--- src/core/rscr_pkg.sv ---
// Purpose: constants for the regulator status and auxiliary control bank
// Assumes: 8-bit register data, 3-bit register address
// Notes: offsets, field positions and reset values live here; the checks and the bench repeat them as literals
package rscr_pkg;
    localparam int unsigned RSCR_DATA_W = 8;
    localparam int unsigned RSCR_ADDR_W = 3;
    localparam int unsigned RSCR_NUM_EVENTS = 6;
    // register addresses
    localparam logic [2:0] RSCR_AUX_CONTROL_ADDR = 3'h3;
    localparam logic [2:0] RSCR_EVENT_FLAGS_ADDR = 3'h4;
    // reset values
    localparam logic [7:0] RSCR_AUX_CONTROL_RST = 8'h00;
    localparam logic [5:0] RSCR_EVENT_FLAGS_RST = 6'h02;
    // aux_control fields
    localparam int unsigned RSCR_STANDALONE_BIT = 1;
    localparam int unsigned RSCR_GOOD_BLANK_BIT = 0;
    localparam logic [7:0] RSCR_AUX_WRITE_MASK = 8'h03;
    // event_flags fields
    localparam int unsigned RSCR_RETRY_BIT = 5;
    localparam int unsigned RSCR_CURRENT_LIMIT_BIT = 4;
    localparam int unsigned RSCR_THERMAL_WARNING_BIT = 3;
    localparam int unsigned RSCR_THERMAL_SHUTDOWN_BIT = 2;
    localparam int unsigned RSCR_UNDERVOLTAGE_BIT = 1;
    localparam int unsigned RSCR_OVERVOLTAGE_BIT = 0;
endpackage : rscr_pkg

--- src/core/rscr_event_latch.sv ---
// Purpose: sticky event flags, cleared by a read of the flag register
// Assumes: one clock, synchronous active-high reset
// Notes: a set arriving with the clear stays latched
`timescale 1ns/1ns
module rscr_event_latch #(
    parameter int unsigned WIDTH = 6,
    parameter logic [WIDTH-1:0] RESET_VALUE = '0
) (
    input wire logic clk_sys_in,
    input wire logic srst_in,
    input wire logic [WIDTH-1:0] set_in,
    input wire logic clear_in,
    output logic [WIDTH-1:0] flags_out
);
    // refuse a width the flag vector cannot hold
    if (WIDTH < 1) begin : g_bad_width
        $error("rscr_event_latch: WIDTH must be at least 1");
    end

    logic [WIDTH-1:0] flags_d;

    // set wins over the read clear
    assign flags_d = (clear_in ? '0 : flags_out) | set_in;

    // sticky flag storage
    always_ff @(posedge clk_sys_in) begin
        if (srst_in) begin
            flags_out <= RESET_VALUE;
        end else begin
            flags_out <= flags_d;
        end
    end
endmodule : rscr_event_latch

--- src/core/rscr_regs.sv ---
// Purpose: auxiliary control and sticky event-flag registers of a regulator
// Assumes: register port is synchronous to clk_sys_in, one access per cycle
// Notes: read data is registered, one cycle after the read strobe
`timescale 1ns/1ns

// Overview of operation
// - standalone bit set turns off enable pulldown and sync output
// - blanking clear makes power-good follow the window comparator
// - blanking set floats power-good during an output-voltage transition
// - aux control bits 7 to 2 reserved, reset zero, written zero
// - event flag bits 7 to 6 reserved and read as zero
// - retry flag bit 5 set on hiccup, held until read
// - current-limit flag bit 4 set on event, held until read
// - thermal-warning flag bit 3 set on event, held until read
// - thermal-shutdown flag bit 2 set on event, held until read
// - undervoltage flag bit 1 set when output low, held until read
// - overvoltage flag bit 0 set when output high, held until read
// - event flags read-only at address 4h, reset value 2h
// - aux control at address 3h, reset 0h
module rscr_regs
    import rscr_pkg::*;
(
    input wire logic clk_sys_in,
    input wire logic srst_in,
    input wire logic [rscr_pkg::RSCR_ADDR_W-1:0] reg_addr_in,
    input wire logic reg_wr_in,
    input wire logic reg_rd_in,
    input wire logic [rscr_pkg::RSCR_DATA_W-1:0] reg_wdata_in,
    output logic [rscr_pkg::RSCR_DATA_W-1:0] reg_rdata_out,
    input wire logic hiccup_event_in,
    input wire logic current_limit_event_in,
    input wire logic thermal_warning_event_in,
    input wire logic thermal_shutdown_event_in,
    input wire logic undervoltage_event_in,
    input wire logic overvoltage_event_in,
    input wire logic window_comparator_in,
    input wire logic voltage_transition_in,
    output logic power_good_output_out,
    output logic power_good_output_oe_out,
    output logic enable_pulldown_out,
    output logic sync_clock_enable_out
);
    import rscr_pkg::*;

    logic [7:0] aux_control_q;
    logic [7:0] aux_control_d;
    logic [5:0] event_flags;
    logic [5:0] event_set;
    logic hit_aux;
    logic hit_flags;
    logic flags_read;
    logic standalone;
    logic good_blank_on_ramp;
    logic good_float;
    logic [7:0] rdata_d;

    // address decode
    assign hit_aux = (reg_addr_in == RSCR_AUX_CONTROL_ADDR);
    assign hit_flags = (reg_addr_in == RSCR_EVENT_FLAGS_ADDR);
    assign flags_read = reg_rd_in && hit_flags;

    // control write, reserved bits forced to zero
    assign aux_control_d = (reg_wr_in && hit_aux) ?
        (reg_wdata_in & RSCR_AUX_WRITE_MASK) : aux_control_q;

    assign standalone = aux_control_q[RSCR_STANDALONE_BIT];
    assign good_blank_on_ramp = aux_control_q[RSCR_GOOD_BLANK_BIT];
    assign good_float = good_blank_on_ramp && voltage_transition_in;

    // event set vector in flag bit order
    assign event_set[RSCR_RETRY_BIT] = hiccup_event_in;
    assign event_set[RSCR_CURRENT_LIMIT_BIT] = current_limit_event_in;
    assign event_set[RSCR_THERMAL_WARNING_BIT] =
        thermal_warning_event_in;
    assign event_set[RSCR_THERMAL_SHUTDOWN_BIT] =
        thermal_shutdown_event_in;
    assign event_set[RSCR_UNDERVOLTAGE_BIT] = undervoltage_event_in;
    assign event_set[RSCR_OVERVOLTAGE_BIT] = overvoltage_event_in;

    // read mux, unmapped addresses read zero
    assign rdata_d = hit_aux ? aux_control_q :
        hit_flags ? {2'h0, event_flags} : 8'h00;

    rscr_event_latch #(
        .WIDTH(RSCR_NUM_EVENTS),
        .RESET_VALUE(RSCR_EVENT_FLAGS_RST)
    ) u_flags (
        .clk_sys_in(clk_sys_in),
        .srst_in(srst_in),
        .set_in(event_set),
        .clear_in(flags_read),
        .flags_out(event_flags)
    );

    // control register and read data
    always_ff @(posedge clk_sys_in) begin
        if (srst_in) begin
            aux_control_q <= RSCR_AUX_CONTROL_RST;
            reg_rdata_out <= 8'h00;
        end else begin
            aux_control_q <= aux_control_d;
            if (reg_rd_in) begin
                reg_rdata_out <= rdata_d;
            end
        end
    end

    // pin-side outputs, registered
    always_ff @(posedge clk_sys_in) begin
        if (srst_in) begin
            power_good_output_out <= 1'b0;
            power_good_output_oe_out <= 1'b0;
            enable_pulldown_out <= 1'b1;
            sync_clock_enable_out <= 1'b1;
        end else begin
            // open-drain: drive low when not good and not blanked, float otherwise
            power_good_output_out <= 1'b0;
            power_good_output_oe_out <=
                !window_comparator_in && !good_float;
            enable_pulldown_out <= !standalone;
            sync_clock_enable_out <= !standalone;
        end
    end

    // checks
    property p_standalone_gates;
        @(posedge clk_sys_in) disable iff (srst_in)
        aux_control_q[1] |=> (!enable_pulldown_out && !sync_clock_enable_out);
    endproperty
    a_standalone_gates: assert property (p_standalone_gates)
        else $error("standalone did not gate pulldown and sync");

    property p_good_follows;
        @(posedge clk_sys_in) disable iff (srst_in)
        !aux_control_q[0] |=> (power_good_output_oe_out ==
            !$past(window_comparator_in));
    endproperty
    a_good_follows: assert property (p_good_follows)
        else $error("power good does not follow comparator");

    property p_good_blank;
        @(posedge clk_sys_in) disable iff (srst_in)
        (aux_control_q[0] && voltage_transition_in) |=>
            !power_good_output_oe_out;
    endproperty
    a_good_blank: assert property (p_good_blank)
        else $error("power good driven during blanked transition");

    property p_aux_reserved;
        @(posedge clk_sys_in) disable iff (srst_in)
        aux_control_q[7:2] == 6'h00;
    endproperty
    a_aux_reserved: assert property (p_aux_reserved)
        else $error("aux control reserved bits nonzero");

    property p_flags_reserved;
        @(posedge clk_sys_in) disable iff (srst_in)
        (reg_rd_in && reg_addr_in == 3'h4) |=> reg_rdata_out[7:6] == 2'h0;
    endproperty
    a_flags_reserved: assert property (p_flags_reserved)
        else $error("event flag reserved bits nonzero");

    property p_event_sticks;
        @(posedge clk_sys_in) disable iff (srst_in)
        (hiccup_event_in ##1 !(reg_rd_in && reg_addr_in == 3'h4)[*2])
            |-> event_flags[5];
    endproperty
    a_event_sticks: assert property (p_event_sticks)
        else $error("retry flag lost before read");

    property p_read_clears;
        @(posedge clk_sys_in) disable iff (srst_in)
        (reg_rd_in && reg_addr_in == 3'h4 && !current_limit_event_in)
            |=> !event_flags[4] && reg_rdata_out[4] == $past(event_flags[4]);
    endproperty
    a_read_clears: assert property (p_read_clears)
        else $error("flag read did not return then clear");

    property p_set_wins;
        @(posedge clk_sys_in) disable iff (srst_in)
        (reg_rd_in && reg_addr_in == 3'h4 && overvoltage_event_in)
            |=> event_flags[0];
    endproperty
    a_set_wins: assert property (p_set_wins)
        else $error("event lost on clear cycle");

    property p_reset_values;
        @(posedge clk_sys_in)
        $fell(srst_in) |-> (event_flags == 6'h02 && aux_control_q == 8'h00);
    endproperty
    a_reset_values: assert property (p_reset_values)
        else $error("wrong reset values");

    property p_aux_write;
        @(posedge clk_sys_in) disable iff (srst_in)
        (reg_wr_in && reg_addr_in == 3'h3) |=>
            aux_control_q == {6'h00, $past(reg_wdata_in[1:0])};
    endproperty
    a_aux_write: assert property (p_aux_write)
        else $error("aux control write not stored with reserved bits zero");

    property p_limit_sticks;
        @(posedge clk_sys_in) disable iff (srst_in)
        (current_limit_event_in ##1
            !(reg_rd_in && reg_addr_in == 3'h4)[*2]) |-> event_flags[4];
    endproperty
    a_limit_sticks: assert property (p_limit_sticks)
        else $error("current limit flag lost before read");

    property p_warning_sticks;
        @(posedge clk_sys_in) disable iff (srst_in)
        (thermal_warning_event_in ##1
            !(reg_rd_in && reg_addr_in == 3'h4)[*2]) |-> event_flags[3];
    endproperty
    a_warning_sticks: assert property (p_warning_sticks)
        else $error("thermal warning flag lost before read");

    property p_shutdown_sticks;
        @(posedge clk_sys_in) disable iff (srst_in)
        (thermal_shutdown_event_in ##1
            !(reg_rd_in && reg_addr_in == 3'h4)[*2]) |-> event_flags[2];
    endproperty
    a_shutdown_sticks: assert property (p_shutdown_sticks)
        else $error("thermal shutdown flag lost before read");

    property p_under_sticks;
        @(posedge clk_sys_in) disable iff (srst_in)
        (undervoltage_event_in ##1
            !(reg_rd_in && reg_addr_in == 3'h4)[*2]) |-> event_flags[1];
    endproperty
    a_under_sticks: assert property (p_under_sticks)
        else $error("undervoltage flag lost before read");
endmodule : rscr_regs

--- config.mk ---
export PLATFORM = sky130hd
export DESIGN_NAME = rscr_regs
export DESIGN_NICKNAME = d
export VERILOG_FILES = /design/src/core/rscr_pkg.sv /design/src/core/rscr_event_latch.sv /design/src/core/rscr_regs.sv
export SDC_FILE = /design/constraint.sdc
export NUM_CORES = 1
export LEC_CHECK = 0
export BUFFER_PORTS_ARGS = -buffer_cell sky130_fd_sc_hd__clkbuf_2
export CAP_MARGIN = 20
export CORE_MARGIN = 8
export CORE_UTILIZATION = 41
export DETAILED_ROUTE_END_ITERATION = 7
export HOLD_SLACK_MARGIN = 0.02
export PLACE_DENSITY = 0.78
export SETUP_SLACK_MARGIN = 0.02
export SLEW_MARGIN = 20
export SYNTH_ARGS = -nofsm -noshare
export SYNTH_HDL_FRONTEND = slang
export SYNTH_SLANG_ARGS = --single-unit
--- constraint.sdc ---
create_clock -name clk_sys_in -period 1.26 [get_ports clk_sys_in]
set_input_delay 0.378 -clock clk_sys_in [delete_from_list [all_inputs] [get_ports clk_sys_in]]
set_output_delay 0.378 -clock clk_sys_in [all_outputs]
set_load 0.01 [all_outputs]
==> out/metrics.csv <==
stage,metric,value,unit
power_and_ir_drop,Tot Pwr,963,uW
power_and_ir_drop,Pleak,0.000401,uW
floorplanning,row count,14,
sta,Slew Limit Fails,0,
cts,CTS Root Cell,clkbuf_4,
synthesis,"FF+latch count, synth",16,
finish,nets,118,
finish,Synth-to-Final Area Change,31.4,%
synthesis,top-area cell type share of the netlist area,52.2,%
detailed_routing,1st-iter DRT viols,6,
power_and_ir_drop,NetSw,215,uW
worst_setup_path,Crit path required time,0.88,ns
worst_setup_path,critical-path maximum fanout,2,
detailed_routing,Initial DRT Pass Iterations,4,
finish,finished layout cell area,806,um^2
synthesis,Yosys top cell by area,dfxtp_1,
cts,hold-fix buffers at CTS,0,
power_and_ir_drop,Peak supply drop,871,uV
global_route,GRT overflow,0,
finish,layout cell share with drive strength beyond 1,38.3,%
global_route,vias in the first global route,554,
worst_setup_path,worst r2r path cells,3,
global_route,first-pass GRT wire length,2.34,mm
finish,Ant. Diodes,0,
cts,Worst-path clk slew,0.10,ns
power_and_ir_drop,Pwr per Cell Area,1200,mW/mm^2
floorplanning,Die W,54.7,um
sta,Max-slew headroom,65.7,%
synthesis,ys flop type,dfxtp_1,
floorplanning,die area,0.00299,mm^2
synthesis,most instantiated library cell after synthesis,dfxtp_1,
cts,TritonCTS Buffers,3,
sta,unrepaired setup endpoints after global routing,no,
placed_design,routability cong.,0.766,
cts,CTS tree,done,
job,Max-Cap Viols,0,
hold_path,hold crit path type,in2reg,
synthesis,Synth async-reset ratio,0,%
detailed_routing,drt total wl,1.47,mm
detailed_routing,Detail Route Antenna Nets,0,
worst_setup_path,Setup CP Type,reg2out,
cts,H-Tree Depth,1,
worst_setup_path,Crit path largest cell delay,0.35,ns
floorplanning,Initial Utilization,42.2,%
power_and_ir_drop,sequential fraction of design power,55.3,%
synthesis,Post-Syn Area,613,um^2
synthesis,Unique masters post-synth,17,
synthesis,number of flops mapped to enable cells by yosys,0,
synthesis,register area share after synthesis,52.2,%
synthesis,Post-synth top cells,"16 x dfxtp_1, 11 x a21oi_1, 11 x nor2_1, 6 x and2b_1, 4 x buf_4",
global_route,initial antenna violation count,0,
global_route,Total GRT Usage,10.4,%
worst_setup_path,r2r endpoint,reg_rdata_out[0],
cts,Post-CTS Setup Inserts,0,
synthesis,Synth area leaders,"dfxtp_1 52%, a21oi_1 9.0%, and2b_1 7.3%, nor2_1 6.7%, buf_4 4.9%",
sta,pin slew with the least headroom to its limit,0.508,ns
detailed_routing,DR vias,557,
worst_setup_path,Critical Path AT,0.76,ns
worst_setup_path,Critical Path End Type,primary output,
global_route,largest net degree at the start of global routing,17,
sta,Final Cycle Share,90.3,%
detailed_routing,DR WL/cell,13.3,um
worst_setup_path,Worst setup SP type,flop,
placed_design,Buffers on Ports,25,
hold_path,hold endpoint,power_good_output_oe_out,
worst_setup_path,critical path's top delay family,flip-flops,
placed_design,DP Wirelength,1.15,mm
synthesis,Synth Instances,63,
floorplanning,Die H,54.7,um
power_and_ir_drop,clock power share,35.0,%
sta,Fin Clk Skew,0.000451,ns
hold_path,Worst Hold Launch,window_comparator_in,
detailed_routing,vias per cell,5.06,
sta,Setup Viol. Count Final,0,
power_and_ir_drop,Comb power frac,9.7,%
sta,Final Hold Vio Count,0,
worst_setup_path,Bufs and invs on worst path,1,
power_and_ir_drop,switching portion of total power,22.4,%
worst_setup_path,r2r setup slk,0.48,ns
synthesis,Synth Area per Inst,9.73,um^2
finish,Final Util,55.4,%
worst_setup_path,Crit-path slowest cell,dfxtp_1,
hold_path,WHS Path Cells,2,
synthesis,Synth Warn #,0,
cts,Max Root-Sink Buffers,2,
placed_design,Placed Instance Area,769,um^2
floorplanning,core region area,0.00145,mm^2
sta,crit path time final,1.14,ns
detailed_routing,DRC viols,0,
power_and_ir_drop,Int Pwr,748,uW
worst_setup_path,crit path cell chain,clkbuf_2,
cts,clk_lat worst skew,0.28,ns
status,status,"complete, no violations",
cts,clock sinks,16,
floorplanning,IO Count,35,
sta,Peak Freq,879,MHz
worst_setup_path,RR Startpoint,reg_rdata_out[0],
cts,cts repair resizes,0,
[power by group through the flow]
stage | clock (uW) | sequential [uW] | combinational (uW)
floorplan | 0 | 545 | 45.0
global placement | 0 | 543 | 90.6
detailed placement | 0 | 544 | 94.1
CTS | 339 | 532 | 94.2
global route | 367 | 535 | 103
finish | 337 | 532 | 93.6
[metrics by stage]
| stage | worst slack, ns | hold slack, ns | TNS [ns] | cells |
|---|---|---|---|---|
| floorplan | 0.183 | 0.383 | 0 | 65 |
| global placement | 0.0471 | 0.398 | 0 | 106 |
| detailed placement | -0.0293 | 0.402 | -0.0456 | 106 |
| CTS | 0.124 | 0.247 | 0 | 110 |
| global route | 0.0675 | 0.244 | 0 | 110 |
| finish | 0.122 | 0.247 | 0 | 110 |
[worst register-to-register path: cells and delay by family, from the launching register on]
family          cells  cell delay (ns)
flops               1             0.32
compound gates      2             0.20
simple gates        1             0.15
[per-layer routing]
metal | global-route usage (%) | vias up | routed length (um)
met5 | 0 | - | 0
met4 | 8.61 | 0 | 58
met2 | 18.7 | 17 | 765
met1 | 9.95 | 261 | 542
li1 | - | 274 | -
met3 | 2.17 | 5 | 100
[cell type report]
| class | count | area [um^2] |
|---|---|---|
| sequential | 16 | 320 |
| fill | 140 | 648 |
| clock buffer | 4 | 36.3 |
| timing repair buffer | 30 | 163 |
| tap | 16 | 20.0 |
| multi-input combinational | 44 | 267 |
[sequential cells by signal, indices dropped and copies added, names as in the netlist]
signal,cells
u_flags.flags_out,6
reg_rdata_out,6
sync_clock_enable_out,1
power_good_output_oe_out,1
aux_control_q,2
[worst max-delay path by stage]
stage	startpoint	to	slack, ns	cells past startpoint
detailed placement	reg_addr_in[0]	reg_rdata_out[0]	-0.03	5
floorplan	reg_addr_in[0]	u_flags.flags_out[1]	0.18	2
global route	reg_rdata_out[2]	reg_rdata_out[2]	0.07	1
global placement	reg_addr_in[0]	reg_rdata_out[0]	0.05	5
finish	reg_rdata_out[2]	reg_rdata_out[2]	0.12	1
CTS	reg_rdata_out[2]	reg_rdata_out[2]	0.12	1
[cell families (layout without fill, tap and decap cells)]
group,after synthesis,after routing,synth area share [%]
multiplexers,2,2,3.27
buffers and inverters,5,34,5.51
AND/OR/NAND/NOR,24,24,25.1
other,1,3,0.612
flip-flops,16,16,52.2
AO/OA/AOI/OAI,15,15,13.3
[cells in the final DEF (no fill, tap or decap)]
cell,netlist,routed
buf_4,4,5
dfxtp_1,16,16
nor4bb_1,1,1
nand4b_1,1,1
mux2i_1,2,2
clkbuf_2,0,25
conb_1,1,3
and4bb_4,1,1
o21ai_1,2,2
clkbuf_8,0,1
a211oi_1,1,1
a211o_1,1,1
and2b_1,6,6
nand3_1,2,2
a21oi_1,11,11
clkbuf_4,0,3
nand2b_1,1,1
nor2_1,11,11
nand4bb_2,1,1
Note: power is estimated with default switching activity, not from simulation.
